## src/hdl/cfd_pkg.sv

```systemverilog
// package: configuration word map, field layout and clock mode encodings
package cfd_pkg;
  // register byte addresses (seven config words, one aligned word each)
  localparam int unsigned      NUM_WORDS       = 7;
  localparam logic [5:0]       ADDR_WORD0      = 6'h00;
  localparam logic [5:0]       ADDR_OSC_WORD   = 6'h00;
  localparam logic [5:0]       ADDR_CTRL       = 6'h1c;
  localparam logic [5:0]       ADDR_STATUS     = 6'h20;
  localparam logic [5:0]       ADDR_READBACK   = 6'h24;
  // oscillator word field positions
  localparam int unsigned      FPR_LSB         = 0;
  localparam int unsigned      FOS_LSB         = 8;
  localparam int unsigned      CKSM_LSB        = 14;
  // control register bit positions
  localparam int unsigned      CTRL_LOAD_BIT   = 0;
  localparam int unsigned      CTRL_PROT_BIT   = 1;
  localparam int unsigned      CTRL_RDIDX_LSB  = 4;
  // reset value of every fuse word: erased state
  localparam logic [15:0]      WORD_RESET      = 16'hffff;
  // power-on load time
  localparam int unsigned      CLK_HZ          = 20000000;
  localparam int unsigned      LOAD_TIME_NS    = 1000;
  localparam int unsigned      LOAD_CYCLES     = (LOAD_TIME_NS * (CLK_HZ / 1000000) + 999) / 1000;
  // axi answers
  localparam logic [1:0]       RESP_OKAY       = 2'h0;
  localparam logic [1:0]       RESP_SLVERR     = 2'h2;

  typedef enum logic [3:0] {
    SRC_PRIMARY   = 4'h1,
    SRC_LPRC      = 4'h2,
    SRC_FAST_RC   = 4'h4,
    SRC_SEC_32K   = 4'h8
  } cfd_src_type;

  typedef enum logic [6:0] {
    MODE_EXT_CLK_PIN_FREE = 7'h01,
    MODE_EXT_CLK_OUT      = 7'h02,
    MODE_EXT_RC_CLKOUT    = 7'h04,
    MODE_EXT_RC_PIN_FREE  = 7'h08,
    MODE_MED_CRYSTAL      = 7'h10,
    MODE_HS_CRYSTAL       = 7'h20,
    MODE_LF_CRYSTAL       = 7'h40
  } cfd_mode_type;
endpackage

```

## src/hdl/cfd_config_loader.sv

```systemverilog
// configuration fuse store, axi4-lite access, power-on latch of clock settings
`timescale 1ns/1ns
// Functional notes
// - seven sixteen-bit fuse words, bitwise writable
// - system bits set power-on state; protection blocks access
// - switch/monitor field: 1x off, 01, 00
// - reset source: primary, lprc, fast rc, 32k
// - codes f..c external clock, pll 16/8/4/none
// - code b external clock, pin drives fosc/4
// - code 9 rc with clkout, 8 pin free
// - codes 7..4 medium crystal, pll 16/8/4/none
// - 001x high-speed, 000x low-frequency crystal
// - eeprom readback returns stored contents for compare
module cfd_config_loader (
  // clock and reset
  input  wire logic                  clk_in,
  input  wire logic                  rst_in,
  // axi4-lite write address
  input  wire logic                  s_axi_awvalid_in,
  output logic                       s_axi_awready_out,
  input  wire logic [5:0]            s_axi_awaddr_in,
  // axi4-lite write data
  input  wire logic                  s_axi_wvalid_in,
  output logic                       s_axi_wready_out,
  input  wire logic [31:0]           s_axi_wdata_in,
  input  wire logic [3:0]            s_axi_wstrb_in,
  // axi4-lite write response
  output logic                       s_axi_bvalid_out,
  input  wire logic                  s_axi_bready_in,
  output logic [1:0]                 s_axi_bresp_out,
  // axi4-lite read address
  input  wire logic                  s_axi_arvalid_in,
  output logic                       s_axi_arready_out,
  input  wire logic [5:0]            s_axi_araddr_in,
  // axi4-lite read data
  output logic                       s_axi_rvalid_out,
  input  wire logic                  s_axi_rready_in,
  output logic [31:0]                s_axi_rdata_out,
  output logic [1:0]                 s_axi_rresp_out,
  // data eeprom read-back port
  output logic [9:0]                 ee_addr_out,
  input  wire logic [7:0]            ee_data_in,
  // latched clock settings, plus live code-protect state
  output cfd_pkg::cfd_src_type       reset_src_out,
  output cfd_pkg::cfd_mode_type      mode_out,
  output logic [4:0]                 pll_mult_out,
  output logic                       switch_en_out,
  output logic                       monitor_en_out,
  output logic                       second_pin_clkout_out,
  output logic                       code_protect_out,
  output logic                       settings_valid_out
);
  ////////////////////////////////////////////////////////////////////////
  // fuse words and control state
  logic [15:0]  cfg_word [cfd_pkg::NUM_WORDS];
  logic         protect;
  logic [2:0]   rd_index;
  logic [9:0]   ee_addr;
  logic [5:0]   load_count;
  logic         loaded;
  logic         reserved_seen;
  logic [15:0]  latched_word;

  ////////////////////////////////////////////////////////////////////////
  // write channel: take address and data in either order
  logic         aw_held;
  logic [5:0]   aw_addr;
  logic         w_held;
  logic [31:0]  w_data;
  logic [3:0]   w_strb;
  logic         do_write;
  logic [5:0]   wr_addr;
  logic [31:0]  wr_data;
  logic [3:0]   wr_strb;
  logic [2:0]   wr_word;
  logic         wr_is_word;
  logic         wr_is_ctrl;
  logic         wr_ok;

  assign s_axi_awready_out = ~aw_held & ~s_axi_bvalid_out;
  assign s_axi_wready_out  = ~w_held & ~s_axi_bvalid_out;
  assign wr_addr  = aw_held ? aw_addr : s_axi_awaddr_in;
  assign wr_data  = w_held ? w_data : s_axi_wdata_in;
  assign wr_strb  = w_held ? w_strb : s_axi_wstrb_in;
  assign do_write = (aw_held | (s_axi_awvalid_in & s_axi_awready_out)) &
                    (w_held | (s_axi_wvalid_in & s_axi_wready_out));
  assign wr_word    = wr_addr[4:2];
  assign wr_is_word = (wr_addr[5] == 1'b0) && (wr_word < 3'h7) && (wr_addr[1:0] == 2'h0);
  assign wr_is_ctrl = (wr_addr == cfd_pkg::ADDR_CTRL);
  // protected store refuses writes to fuse words
  assign wr_ok      = (wr_is_word & ~protect) | wr_is_ctrl;

  always_ff @(posedge clk_in or posedge rst_in) begin
    if (rst_in) begin
      aw_held <= 1'b0;
      aw_addr <= 6'h00;
      w_held  <= 1'b0;
      w_data  <= 32'h00000000;
      w_strb  <= 4'h0;
    end else begin
      if (do_write) begin
        aw_held <= 1'b0;
        w_held  <= 1'b0;
      end else begin
        if (s_axi_awvalid_in && s_axi_awready_out) begin
          aw_held <= 1'b1;
          aw_addr <= s_axi_awaddr_in;
        end
        if (s_axi_wvalid_in && s_axi_wready_out) begin
          w_held <= 1'b1;
          w_data <= s_axi_wdata_in;
          w_strb <= s_axi_wstrb_in;
        end
      end
    end
  end

  always_ff @(posedge clk_in or posedge rst_in) begin
    if (rst_in) begin
      s_axi_bvalid_out <= 1'b0;
      s_axi_bresp_out  <= cfd_pkg::RESP_OKAY;
    end else if (do_write) begin
      s_axi_bvalid_out <= 1'b1;
      s_axi_bresp_out  <= wr_ok ? cfd_pkg::RESP_OKAY : cfd_pkg::RESP_SLVERR;
    end else if (s_axi_bready_in) begin
      s_axi_bvalid_out <= 1'b0;
    end
  end

  // each fuse word, each byte lane individually; bits set or cleared freely
  genvar gi;
  generate
    for (gi = 0; gi < cfd_pkg::NUM_WORDS; gi++) begin : g_word
      always_ff @(posedge clk_in or posedge rst_in) begin
        if (rst_in) begin
          cfg_word[gi] <= cfd_pkg::WORD_RESET;
        end else if (do_write && wr_is_word && !protect && wr_word == 3'(gi)) begin
          if (wr_strb[0]) cfg_word[gi][7:0]  <= wr_data[7:0];
          if (wr_strb[1]) cfg_word[gi][15:8] <= wr_data[15:8];
        end
      end
    end
  endgenerate

  // control: sticky protect bit and read-back index
  always_ff @(posedge clk_in or posedge rst_in) begin
    if (rst_in) begin
      protect  <= 1'b0;
      rd_index <= 3'h0;
    end else if (do_write && wr_is_ctrl && wr_strb[0]) begin
      protect  <= protect | wr_data[cfd_pkg::CTRL_PROT_BIT];
      rd_index <= wr_data[cfd_pkg::CTRL_RDIDX_LSB +: 3];
    end
  end

  ////////////////////////////////////////////////////////////////////////
  // power-on latch: settings sampled once after reset release
  logic load_done;
  assign load_done = (load_count == 6'(cfd_pkg::LOAD_CYCLES));

  always_ff @(posedge clk_in or posedge rst_in) begin
    if (rst_in) begin
      load_count   <= 6'h00;
      loaded       <= 1'b0;
      latched_word <= cfd_pkg::WORD_RESET;
    end else if (!loaded) begin
      load_count <= load_count + 6'h01;
      if (load_done) begin
        loaded       <= 1'b1;
        latched_word <= cfg_word[0];
      end
    end
  end

  cfd_osc_decode u_decode (
    .osc_word_in           (latched_word),
    .reset_src_out         (reset_src_out),
    .mode_out              (mode_out),
    .pll_mult_out          (pll_mult_out),
    .switch_en_out         (switch_en_out),
    .monitor_en_out        (monitor_en_out),
    .second_pin_clkout_out (second_pin_clkout_out),
    .reserved_code_out     (reserved_seen)
  );

  assign settings_valid_out = loaded;
  assign code_protect_out   = protect;

  ////////////////////////////////////////////////////////////////////////
  // read channel: one read at a time, answered one cycle after address
  logic         rd_take;
  logic [2:0]   rd_word;
  logic         rd_is_word;
  logic [31:0]  rd_value;
  logic [1:0]   rd_resp;

  assign s_axi_arready_out = ~s_axi_rvalid_out;
  assign rd_take    = s_axi_arvalid_in & s_axi_arready_out;
  assign rd_word    = s_axi_araddr_in[4:2];
  assign rd_is_word = (s_axi_araddr_in[5] == 1'b0) && (rd_word < 3'h7) && (s_axi_araddr_in[1:0] == 2'h0);
  // protection hides fuse contents from readers
  assign rd_value =
    rd_is_word ? (protect ? 32'h00000000 : {16'h0000, cfg_word[rd_word]}) :
    (s_axi_araddr_in == cfd_pkg::ADDR_CTRL) ? {25'h0, rd_index, 2'h0, protect, 1'b0} :
    (s_axi_araddr_in == cfd_pkg::ADDR_STATUS) ? {25'h0, reserved_seen, pll_mult_out, loaded} :
    (s_axi_araddr_in == cfd_pkg::ADDR_READBACK) ? {14'h0, ee_addr, ee_data_in} :
    32'h00000000;
  assign rd_resp = (rd_is_word || s_axi_araddr_in == cfd_pkg::ADDR_CTRL ||
                    s_axi_araddr_in == cfd_pkg::ADDR_STATUS ||
                    s_axi_araddr_in == cfd_pkg::ADDR_READBACK) ? cfd_pkg::RESP_OKAY : cfd_pkg::RESP_SLVERR;

  always_ff @(posedge clk_in or posedge rst_in) begin
    if (rst_in) begin
      s_axi_rvalid_out <= 1'b0;
      s_axi_rdata_out  <= 32'h00000000;
      s_axi_rresp_out  <= cfd_pkg::RESP_OKAY;
    end else if (rd_take) begin
      s_axi_rvalid_out <= 1'b1;
      s_axi_rdata_out  <= rd_value;
      s_axi_rresp_out  <= rd_resp;
    end else if (s_axi_rready_in) begin
      s_axi_rvalid_out <= 1'b0;
    end
  end

  // read-back pointer advances after each read-back read, for sequential compare; a read-back write in the same cycle loads it instead
  always_ff @(posedge clk_in or posedge rst_in) begin
    if (rst_in) begin
      ee_addr <= 10'h000;
    end else if (do_write && wr_addr == cfd_pkg::ADDR_READBACK) begin
      ee_addr <= wr_data[17:8];
    end else if (rd_take && s_axi_araddr_in == cfd_pkg::ADDR_READBACK) begin
      ee_addr <= ee_addr + 10'h001;
    end
  end
  assign ee_addr_out = ee_addr;

  ////////////////////////////////////////////////////////////////////////
  // checks
  a_settings_hold: assert property (@(posedge clk_in) disable iff (rst_in)
    loaded |=> $stable(latched_word))
    else $error("clock settings changed after power-on load");
  a_load_time: assert property (@(posedge clk_in) disable iff (rst_in)
    $rose(loaded) |-> $past(load_count) == 6'(cfd_pkg::LOAD_CYCLES))
    else $error("settings loaded at wrong time");
  a_monitor_needs: assert property (@(posedge clk_in) disable iff (rst_in)
    monitor_en_out |-> switch_en_out && latched_word[15:14] == 2'h0)
    else $error("monitor enabled without switching");
  a_source_map: assert property (@(posedge clk_in) disable iff (rst_in)
    (latched_word[9:8] == 2'h3) |-> reset_src_out == cfd_pkg::SRC_PRIMARY)
    else $error("primary source not selected");
  a_ext_pll: assert property (@(posedge clk_in) disable iff (rst_in)
    (latched_word[3:0] == 4'hf) |-> pll_mult_out == 5'h10 && !second_pin_clkout_out)
    else $error("external clock pll 16 decode wrong");
  a_ext_clkout: assert property (@(posedge clk_in) disable iff (rst_in)
    (latched_word[3:0] == 4'hb) |-> second_pin_clkout_out && mode_out == cfd_pkg::MODE_EXT_CLK_OUT)
    else $error("external clock output decode wrong");
  a_rc_modes: assert property (@(posedge clk_in) disable iff (rst_in)
    (latched_word[3:1] == 3'h4) |-> second_pin_clkout_out == latched_word[0])
    else $error("rc clock output decode wrong");
  a_crystal_pll: assert property (@(posedge clk_in) disable iff (rst_in)
    (latched_word[3:0] == 4'h6) |-> mode_out == cfd_pkg::MODE_MED_CRYSTAL && pll_mult_out == 5'h08)
    else $error("crystal pll 8 decode wrong");
  a_low_bit_free: assert property (@(posedge clk_in) disable iff (rst_in)
    (latched_word[3:1] == 3'h1) |-> mode_out == cfd_pkg::MODE_HS_CRYSTAL)
    else $error("high-speed crystal decode wrong");
  a_protect_read: assert property (@(posedge clk_in) disable iff (rst_in)
    (rd_take && protect && rd_is_word) |=> s_axi_rvalid_out && s_axi_rdata_out == 32'h00000000)
    else $error("protected word leaked");
  a_readback_step: assert property (@(posedge clk_in) disable iff (rst_in)
    (rd_take && s_axi_araddr_in == cfd_pkg::ADDR_READBACK && !do_write) |=> ee_addr == $past(ee_addr) + 10'h001)
    else $error("read-back pointer did not advance");
  // each remaining field code except crystal code 5, reserved 1010 and switch code 00 gets its own check, so one wrong case arm cannot hide behind its neighbours
  a_switch_off: assert property (@(posedge clk_in) disable iff (rst_in)
    latched_word[15] |-> !switch_en_out && !monitor_en_out)
    else $error("switching not disabled for code 1x");
  a_switch_only: assert property (@(posedge clk_in) disable iff (rst_in)
    (latched_word[15:14] == 2'h1) |-> switch_en_out && !monitor_en_out)
    else $error("switch-only decode wrong");
  a_source_lprc: assert property (@(posedge clk_in) disable iff (rst_in)
    (latched_word[9:8] == 2'h2) |-> reset_src_out == cfd_pkg::SRC_LPRC)
    else $error("low-power rc source not selected");
  a_source_frc: assert property (@(posedge clk_in) disable iff (rst_in)
    (latched_word[9:8] == 2'h1) |-> reset_src_out == cfd_pkg::SRC_FAST_RC)
    else $error("fast rc source not selected");
  a_source_sec: assert property (@(posedge clk_in) disable iff (rst_in)
    (latched_word[9:8] == 2'h0) |-> reset_src_out == cfd_pkg::SRC_SEC_32K)
    else $error("secondary source not selected");
  a_ext_pll8: assert property (@(posedge clk_in) disable iff (rst_in)
    (latched_word[3:0] == 4'he) |-> pll_mult_out == 5'h08 && mode_out == cfd_pkg::MODE_EXT_CLK_PIN_FREE)
    else $error("external clock pll 8 decode wrong");
  a_ext_pll4: assert property (@(posedge clk_in) disable iff (rst_in)
    (latched_word[3:0] == 4'hd) |-> pll_mult_out == 5'h04 && !second_pin_clkout_out)
    else $error("external clock pll 4 decode wrong");
  a_ext_nopll: assert property (@(posedge clk_in) disable iff (rst_in)
    (latched_word[3:0] == 4'hc) |-> pll_mult_out == 5'h01 && !second_pin_clkout_out)
    else $error("external clock without pll decode wrong");
  a_crystal_pll16: assert property (@(posedge clk_in) disable iff (rst_in)
    (latched_word[3:0] == 4'h7) |-> mode_out == cfd_pkg::MODE_MED_CRYSTAL && pll_mult_out == 5'h10)
    else $error("crystal pll 16 decode wrong");
  a_crystal_nopll: assert property (@(posedge clk_in) disable iff (rst_in)
    (latched_word[3:0] == 4'h4) |-> mode_out == cfd_pkg::MODE_MED_CRYSTAL && pll_mult_out == 5'h01)
    else $error("crystal without pll decode wrong");
  a_low_freq: assert property (@(posedge clk_in) disable iff (rst_in)
    (latched_word[3:1] == 3'h0) |-> mode_out == cfd_pkg::MODE_LF_CRYSTAL)
    else $error("low-frequency crystal decode wrong");
  a_bresp_hold: assert property (@(posedge clk_in) disable iff (rst_in)
    (s_axi_bvalid_out && !s_axi_bready_in) |=> s_axi_bvalid_out && $stable(s_axi_bresp_out))
    else $error("write response dropped before taken");
  a_rdata_hold: assert property (@(posedge clk_in) disable iff (rst_in)
    (s_axi_rvalid_out && !s_axi_rready_in) |=> s_axi_rvalid_out && $stable(s_axi_rdata_out))
    else $error("read data dropped before taken");
  a_protect_write: assert property (@(posedge clk_in) disable iff (rst_in)
    (do_write && wr_is_word && protect) |=> s_axi_bresp_out == cfd_pkg::RESP_SLVERR)
    else $error("protected write not refused");
  a_load_once: assert property (@(posedge clk_in) disable iff (rst_in)
    loaded |=> loaded)
    else $error("settings valid dropped without reset");
endmodule

```

## src/hdl/cfd_osc_decode.sv

```systemverilog
// oscillator configuration word decoder
`timescale 1ns/1ns
module cfd_osc_decode (
  // encoded word
  input  wire logic [15:0]         osc_word_in,
  // decoded clock settings
  output cfd_pkg::cfd_src_type     reset_src_out,
  output cfd_pkg::cfd_mode_type    mode_out,
  output logic [4:0]               pll_mult_out,
  output logic                     switch_en_out,
  output logic                     monitor_en_out,
  output logic                     second_pin_clkout_out,
  output logic                     reserved_code_out
);
  logic [1:0] clock_switch_monitor_mode;
  logic [1:0] reset_osc_source_select;
  logic [3:0] primary_osc_mode;

  assign clock_switch_monitor_mode = osc_word_in[cfd_pkg::CKSM_LSB +: 2];
  assign reset_osc_source_select   = osc_word_in[cfd_pkg::FOS_LSB +: 2];
  assign primary_osc_mode          = osc_word_in[cfd_pkg::FPR_LSB +: 4];

  // 1x both off, 01 switch only, 00 both on
  assign switch_en_out  = ~clock_switch_monitor_mode[1];
  assign monitor_en_out = (clock_switch_monitor_mode == 2'h0);

  always_comb begin
    unique case (reset_osc_source_select)
      2'h3: reset_src_out = cfd_pkg::SRC_PRIMARY;
      2'h2: reset_src_out = cfd_pkg::SRC_LPRC;
      2'h1: reset_src_out = cfd_pkg::SRC_FAST_RC;
      2'h0: reset_src_out = cfd_pkg::SRC_SEC_32K;
    endcase
  end

  // reserved 1010 falls back to pin-free external clock; software must never write it
  always_comb begin
    mode_out              = cfd_pkg::MODE_EXT_CLK_PIN_FREE;
    pll_mult_out          = 5'h01;
    second_pin_clkout_out = 1'b0;
    reserved_code_out     = 1'b0;
    unique casez (primary_osc_mode)
      4'hf: pll_mult_out = 5'h10;
      4'he: pll_mult_out = 5'h08;
      4'hd: pll_mult_out = 5'h04;
      4'hc: pll_mult_out = 5'h01;
      4'hb: begin
        mode_out              = cfd_pkg::MODE_EXT_CLK_OUT;
        second_pin_clkout_out = 1'b1;
      end
      4'ha: reserved_code_out = 1'b1;
      4'h9: begin
        mode_out              = cfd_pkg::MODE_EXT_RC_CLKOUT;
        second_pin_clkout_out = 1'b1;
      end
      4'h8: mode_out = cfd_pkg::MODE_EXT_RC_PIN_FREE;
      4'h7: begin
        mode_out     = cfd_pkg::MODE_MED_CRYSTAL;
        pll_mult_out = 5'h10;
      end
      4'h6: begin
        mode_out     = cfd_pkg::MODE_MED_CRYSTAL;
        pll_mult_out = 5'h08;
      end
      4'h5: begin
        mode_out     = cfd_pkg::MODE_MED_CRYSTAL;
        pll_mult_out = 5'h04;
      end
      4'h4: mode_out = cfd_pkg::MODE_MED_CRYSTAL;
      4'b001?: mode_out = cfd_pkg::MODE_HS_CRYSTAL;
      4'b000?: mode_out = cfd_pkg::MODE_LF_CRYSTAL;
    endcase
  end
endmodule

```

## config.mk

```make
export PLATFORM = sky130hd
export DESIGN_NAME = cfd_config_loader
export DESIGN_NICKNAME = d
export VERILOG_FILES = /design/src/hdl/cfd_pkg.sv /design/src/hdl/cfd_config_loader.sv /design/src/hdl/cfd_osc_decode.sv
export SDC_FILE = /design/constraint.sdc
export NUM_CORES = 1
export LEC_CHECK = 0
export BUFFER_PORTS_ARGS = -buffer_cell sky130_fd_sc_hd__buf_2
export CAP_MARGIN = 20
export CORE_MARGIN = 2
export CORE_UTILIZATION = 53
export DETAILED_ROUTE_END_ITERATION = 8
export PLACE_DENSITY = 0.85
export SYNTH_ARGS = -nofsm -noshare
export SYNTH_HDL_FRONTEND = slang
export SYNTH_HIERARCHICAL = 1
export SYNTH_SLANG_ARGS = --single-unit
export TNS_END_PERCENT = 20
```

## constraint.sdc

```tcl
create_clock -name clk_in -period 7.4 [get_ports clk_in]
set_clock_uncertainty 0.05 [all_clocks]
set_input_delay 1.85 -clock clk_in [delete_from_list [all_inputs] [get_ports clk_in]]
set_output_delay 1.85 -clock clk_in [all_outputs]
set_load 0.01 [all_outputs]
```

Yosys cells after proc, flatten, opt, wreduce, memory -nomap -nowiden
Index checks and enable logic that the tools add are counted.

Add/sub/neg operators: 2. Order comparisons: 3. Eq/ne operators: 27. Mux-type cells: 30. Bitwise operators: 22. Reduce and logical (&&, ||, !) cells: 56.

Operators by type and width (number): 18-bit 2-to-1 mux (5); 16-bit binary-select mux with 3-bit select (1); 16-bit 2-to-1 mux (3); 7-bit case mux with 6 select lines (1); 2-bit AND reduction (17); 4-bit equality test, second input constant (7); 10-bit 2-to-1 mux (2); 1-bit logical AND (19); 6-bit by 5-bit equality test with 1-bit output, second input constant (3); 6-bit equality test, second input constant (3); 4-bit by 3-bit equality test with 1-bit output, second input constant (4); 4-bit case mux with 4 select lines (1); 5-bit case mux with 3 select lines (1); 1-bit 2-to-1 mux (12); 10-bit by 1-bit adder with 10-bit output, second input constant (1); 1-bit inverter (10); 2-bit nonzero test (5); 3-bit equality test, second input constant (3); 2-bit logical NOT (4); 2-bit OR reduction (4); 1-bit AND (7); 6-bit by 1-bit adder with 6-bit output, second input constant (1); 3-bit by 1-bit equality test with 1-bit output, second input constant (2); 3-bit by 2-bit equality test with 1-bit output, second input constant (2); other kinds (12) (22).

Bits in registers: 215. Input bits: 63. Output and inout bits: 72. Word-level logic and storage cells: 170.

Longest topological paths before layout
Gate-level depths: netlist (run 1).

Word-level depth: 9. Mapped depth: 7. Mapped depth without buffers: 6.

By module
The synthesis (run 1) kept the hierarchy.

By module, submodules not included: cfd_config_loader (times used 1, cells each 693, area an instance 9848.2 um^2, sequential area each 5139.9 um^2); cfd_osc_decode (times used 1, cells each 24, area an instance 145.1 um^2, sequential area each 0.0 um^2).

Worst setup path after synthesis (run 1)
Ideal clock, no wire load.

Path type: input to register. Start point: input port s_axi_araddr_in[2]. End point: register ee_addr[1] (netlist: ee_addr_out[1]). Setup time: 0.125 ns. Arrival: 3.421 ns. Data required time: 7.225 ns. Path slack: 3.805 ns. Stages on the path: 7. Path buffers: 3. Cells stage by stage: buf_2 nor4bb_1 clkbuf_1 and2_0 clkbuf_1 mux2_2 mux2_2.

Longest elaborated chain between the ends: 3.

Ends and longest elaborated chain: from (decl) (RTL line cfd_config_loader.sv:34) `input wire logic [5:0] s_axi_araddr_in,`; 6-bit equality test (RTL line cfd_config_loader.sv:232) `end else if (rd_take && s_axi_araddr_in == cfd_pkg::ADDR_READBACK) begin`; 1-bit logical AND (RTL line cfd_config_loader.sv:232); 2-bit nonzero test (no source line); to (signal assigned) (RTL line cfd_config_loader.sv:231) `ee_addr <= wr_data[17:8];`; to (signal assigned) (RTL line cfd_config_loader.sv:233) `ee_addr <= ee_addr + 10'h001;`; to (decl) (RTL line cfd_config_loader.sv:58) `logic [9:0] ee_addr;`.

No other way between the ends. A chain may end at the register's enable or synchronous reset.

Final worst setup path (run 1)
Same ends and word-level chain as after synthesis.

==> results of run 1 <==
## worst max path at each step
stage	start	to	slack, ps
after floorplan	rst_in	aw_addr[0]$_DFFE_PP0P_	500
after global placement	s_axi_araddr_in[2]	ee_addr_out[1]$_DFFE_PP0P_	2940
after detailed placement	s_axi_araddr_in[2]	ee_addr_out[1]$_DFFE_PP0P_	2920
after global routing	s_axi_araddr_in[2]	ee_addr_out[1]$_DFFE_PP0P_	3220
final	s_axi_araddr_in[2]	ee_addr_out[1]$_DFFE_PP0P_	3330
after CTS	s_axi_araddr_in[2]	ee_addr_out[1]$_DFFE_PP0P_	3350
## flip-flops by register name, indices dropped and copies added, names as in the netlist
register	flops
aw_addr	6
aw_held	1
cfg_word	112
code_protect_out	1
ee_addr_out	10
latched_word	8
load_count	6
rd_index	3
s_axi_bresp_out	1
s_axi_bvalid_out	1
s_axi_rdata_out	18
s_axi_rresp_out	1
s_axi_rvalid_out	1
settings_valid_out	1
w_data	18
w_held	1
w_strb	2
## per-layer routing
layer	track usage, %	wire (um)
met3	5.37	1340
met1	31.5	9680
met2	37.8	10900
met4	7.81	375
met5	0	0
## through the flow
| step | cells | util (%) | hold slack [ps] | instance area (um2) |
|---|---|---|---|---|
| 6_report | 1039 | 61.0 | 428 | 11000 |
| 5_1_grt | 1038 | 61.0 | 452 | 11000 |
| 4_1_cts | 1037 | 60.9 | 430 | 10900 |
| 3_5_place_dp | 1005 | 57.5 | 417 | 10300 |
| 3_3_place_gp | 1005 | 57.5 | 415 | 10300 |
| 2_1_floorplan | 716 | - | 396 | 9750 |
## power groups by stage
| stage | registers (mW) | logic, mW | clock network [mW] |
|---|---|---|---|
| detailed placement | 1.69 | 0.886 | 0 |
| floorplan | 1.62 | 0.698 | 0 |
| finish | 1.69 | 0.890 | 0.947 |
| global placement | 1.68 | 0.851 | 0 |
| CTS | 1.68 | 0.892 | 0.959 |
| global route | 1.73 | 0.961 | 1.00 |
## cell type report
cell class / instances / area (um2) / area share, %
multi-input cells: 468 / 4510 / 41.1
well taps: 229 / 287 / 2.62
inverters: 7 / 31.3 / 0.286
clock buffers: 20 / 500 / 4.57
diodes: 1 / 2.50 / 0.0228
clock inverters: 12 / 118 / 1.07
flip-flops and latches: 191 / 4930 / 45.0
repair buffers: 111 / 581 / 5.30
## worst max-delay path, stage by stage
cell	delay (ps)
buf_2	70
buf_4	520
nor4bb_1	300
buf_4	210
and2_0	700
mux2_2	410
mux2_2	250
==> flow_summary.toml, run 1 <==
[status]
status = "complete, no violations"

[min_path]
whs_endpoint = "load_count[5]$_DFFE_PP0N_"
hp-class = "reg2reg"
whs_path_depth = 1
hp-start = "load_count[5]$_DFFE_PP0N_"

[critical_path]
critPathMaxFanout = 46
critPathKind = "in2reg"
rr_worst_depth = 5
r2r_start = "w_held$_DFFE_PP0P_"
timing.rr.end = "cfg_word[36]$_DFFE_PP1P_"
cp-end-kind = "flop"
worstPathArrival_ps = 4360
crit_path_start_kind = "primary input"
regToRegSetupSlack_ps = 4320
worstPathRequired_ps = 7680

[floorplanning]
coreArea_um2 = 18000
placementRows = 49
initial_utilization_pct = 54.0
die_w_um = 139
dieArea_um2 = 19400
die_h_um = 139
boundaryPins = 135

[cells_and_area]
layout-drive-gt1-share_pct = 59.2
nFillCells = 1333
layout.nets = 862
layout_commonest_cell = "mux2_2"
layout_common_cells = "mux2_2 (171), dfstp_2 (120), buf_2 (101), dfrtp_1 (71), mux2i_1 (28)"
synthToLayoutAreaGrowth_pct = 13.0

[global_routing]
grt.overflow.total = 0
grt_max_degree = 95
grt_pass1_wl_mm = 35.1
grt_pass1_vias = 6329
grt_usage_pct = 23.4
antenna_found_initial = 1

[power]
power_density_nw_per_um2 = 322
seqPwrFrac_pct = 47.9
internal_power_mw = 2.45
pwr-share-clk_pct = 26.9
power_mw = 3.52
switching_power_mw = 1.07
pwr-share-comb_pct = 25.3
ir_drop_mv = 0.206
p_sw_share_pct = 30.5
cellLeakagePower_nw = 4.82

[drt]
via_per_inst = 6.07
routed_wl_mm = 22.3
wl_per_cell_um = 21.4
ant_nets = 0
remaining_drc_errors = 0
num_vias = 6308
drt_pass1_iterations = 5
drt_iter0_markers = 412

[run]
max-cap-violations = 0

[timing]
finalHoldViolCount = 0
slew_headroom_pct = 38.4
timing.fmax_ghz = 0.246
worstMarginPinSlew_ps = 898
setup_slack_ps = 3330
fin_crit_ps = 4070
finalSetupTns_ps = 0
setup-violations-final = 0
finalMaxSlewViolations = 0
period_share_pct = 55.0
rsz0062_at_grt = "no"

[cts]
clk_latency_ps = 440
cts_tree = "done"
cts_sinks = 191
htreeDepth = 4
numCtsBuffers = 17
ctsResizeCount = 0
clockBufferDepth = 2
cts_root_buffer = "clkbuf_16"
ctsHoldBuffers = 0
clkTransAtPathRegs_ps = 70
postCtsSetupBuffers = 0

[synthesis]
synth_cells = 701
ys_warn_count = 6
syn_area_um2 = 9690
syn_area_per_cell_um2 = 13.8

[place]
dp_hpwl_mm = 14.7
gp_congestion = 0.818
numPortBuffers = 101
dp_slack_ps = 2920
(Power assumes the default switching activity.)
==> run 2, diff against run 1 <==
==> constraint.sdc (replaced) <==
create_clock -name clk_in -period 3.45 [get_ports clk_in]
set_clock_uncertainty 0.05 [all_clocks]
set_input_delay 0.8625 -clock clk_in [delete_from_list [all_inputs] [get_ports clk_in]]
set_output_delay 0.8625 -clock clk_in [all_outputs]
set_load 0.01 [all_outputs]
==> flow_summary.toml, run 2 (same netlist as run 1, synthesis figures left out) <==
[timing]
fin_crit_ps = 2940
rsz0062_at_grt = "no"
worstMarginPinSlew_ps = 892
period_share_pct = 85.1
slew_headroom_pct = 38.8
setup_slack_ps = 514
finalSetupTns_ps = 0
finalHoldViolCount = 0
setup-violations-final = 0
timing.fmax_ghz = 0.341
finalMaxSlewViolations = 0

[cts]
postCtsSetupBuffers = 0
clkTransAtPathRegs_ps = 60
cts_sinks = 191
ctsResizeCount = 0
numCtsBuffers = 17
ctsHoldBuffers = 0
htreeDepth = 4
clk_latency_ps = 440
clockBufferDepth = 2
cts_root_buffer = "clkbuf_16"
cts_tree = "done"

[drt]
num_vias = 6237
via_per_inst = 5.92
drt_pass1_iterations = 4
remaining_drc_errors = 0
routed_wl_mm = 21.8
wl_per_cell_um = 20.7
ant_nets = 0
drt_iter0_markers = 403

[floorplanning]
placementRows = 49
dieArea_um2 = 19400
die_h_um = 139
die_w_um = 139
coreArea_um2 = 18000
boundaryPins = 135
initial_utilization_pct = 54.0

[status]
status = "complete, no violations"

[global_routing]
grt_usage_pct = 23.4
grt.overflow.total = 0
grt_pass1_wl_mm = 35.4
grt_max_degree = 140
grt_pass1_vias = 6469
antenna_found_initial = 1

[critical_path]
critPathSlowestCell = "or4_1"
critPathMaxFanout = 27
max_stage_delay_ps = 900
cp-end-kind = "flop"
crit_chain = "nor3b_4, o211ai_4, or4_1, mux2_4"
crit_path_start_kind = "flop"
worstPathArrival_ps = 3250
critPathKind = "reg2reg"
worstPathRequired_ps = 3760

[run]
max-cap-violations = 0

[cells_and_area]
largest-register = "cfg_word"
layout-drive-gt1-share_pct = 59.8
layout_commonest_cell = "mux2_2"
layout.nets = 876
synthToLayoutAreaGrowth_pct = 13.6
top_regs = "cfg_word x112, s_axi_rdata_out x18, w_data x18"
largest_reg_flops = 112
layout_common_cells = "mux2_2 (171), dfstp_2 (120), buf_2 (101), dfrtp_1 (71), mux2i_1 (28)"

[power]
cellLeakagePower_nw = 4.86
power_density_nw_per_um2 = 671
ir_drop_mv = 0.539

[place]
numPortBuffers = 101
gp_congestion = 0.894
dp_hpwl_mm = 15.2
dp_slack_ps = 480

[min_path]
hp-class = "reg2reg"
run 2: cell types whose count changed in the layout (fill, tap and decap cells not counted):
cell        previous run  this run
clkbuf_8               0         1
inv_6                  3         0
inv_8                  2         0
clkinv_4               2         0
clkbuf_1               0         1
buf_12                 0         1
buf_4                 10        23
clkbuf_16             20        18
clkinvlp_4             2         4
clkinv_2               3         8
run 2: worst max-delay path: cells and delay by family, from the launching register on:
kind             cells  cell delay [ps]
AO/OA/AOI/OAI        1              250
flip-flops           1              850
multiplexers         1              410
AND/OR/NAND/NOR      2             1290
run 2: layout make-up:
class / instances / area, um2
clock inverter: 12 / 92.6
sequential: 191 / 4930
multi-input combinational: 468 / 4510
inverter: 7 / 30.0
antenna: 1 / 2.50
timing repair buffer: 125 / 698
fill: 1311 / 6950
clock buffer: 20 / 468
tap: 229 / 287
run 2: path summary, 6_finish.rpt:
kind | to | cells past startpoint | startpoint | slack [ps]
worst max-delay path | cfg_word[33]$_DFFE_PP1P_ | 4 | aw_held$_DFFE_PP0P_ | 510
worst min-delay path | load_count[5]$_DFFE_PP0N_ | 1 | load_count[5]$_DFFE_PP0N_ | 430
worst max register to register | cfg_word[33]$_DFFE_PP1P_ | 4 | aw_held$_DFFE_PP0P_ | 510
worst min register to register | load_count[5]$_DFFE_PP0N_ | 1 | load_count[5]$_DFFE_PP0N_ | 430
max in group asynchronous | w_data[3]$_DFFE_PP0P_ | 3 | rst_in | 2150
min in group asynchronous | w_data[16]$_DFFE_PP0P_ | 3 | rst_in | 500
run 2: where the power goes:
group | total [mW] | switching, mW | leakage, nW | internal (mW)
sequential | 3.61 | 0.496 | 2.13 | 3.12
combinational | 1.91 | 0.903 | 2.46 | 1.00
clock | 1.87 | 0.828 | 0.276 | 1.04
run 2: per-stage QoR:
stage / instance area [um2] / utilization, % / cells / hold slack [ps] / power [mW]
after CTS: 11000 / 61.3 / 1052 / 428 / 7.43
after global routing: 11000 / 61.3 / 1053 / 452 / 7.78
after floorplan: 9750 / - / 716 / 396 / 4.97
after detailed placement: 10500 / 58.2 / 1020 / 416 / 5.54
final: 11000 / 61.3 / 1053 / 426 / 7.39
after global placement: 10500 / 58.2 / 1020 / 415 / 5.42
run 2: routing by layer:
| layer | vias to the layer above | wire length (um) | GRT usage, % |
|---|---|---|---|
| li1 | 2809 | - | - |
| met1 | 3208 | 9370 | 31.5 |
| met2 | 194 | 10900 | 37.6 |
| met3 | 26 | 1160 | 4.51 |
| met4 | 0 | 419 | 9.36 |
| met5 | - | 0 | 0 |
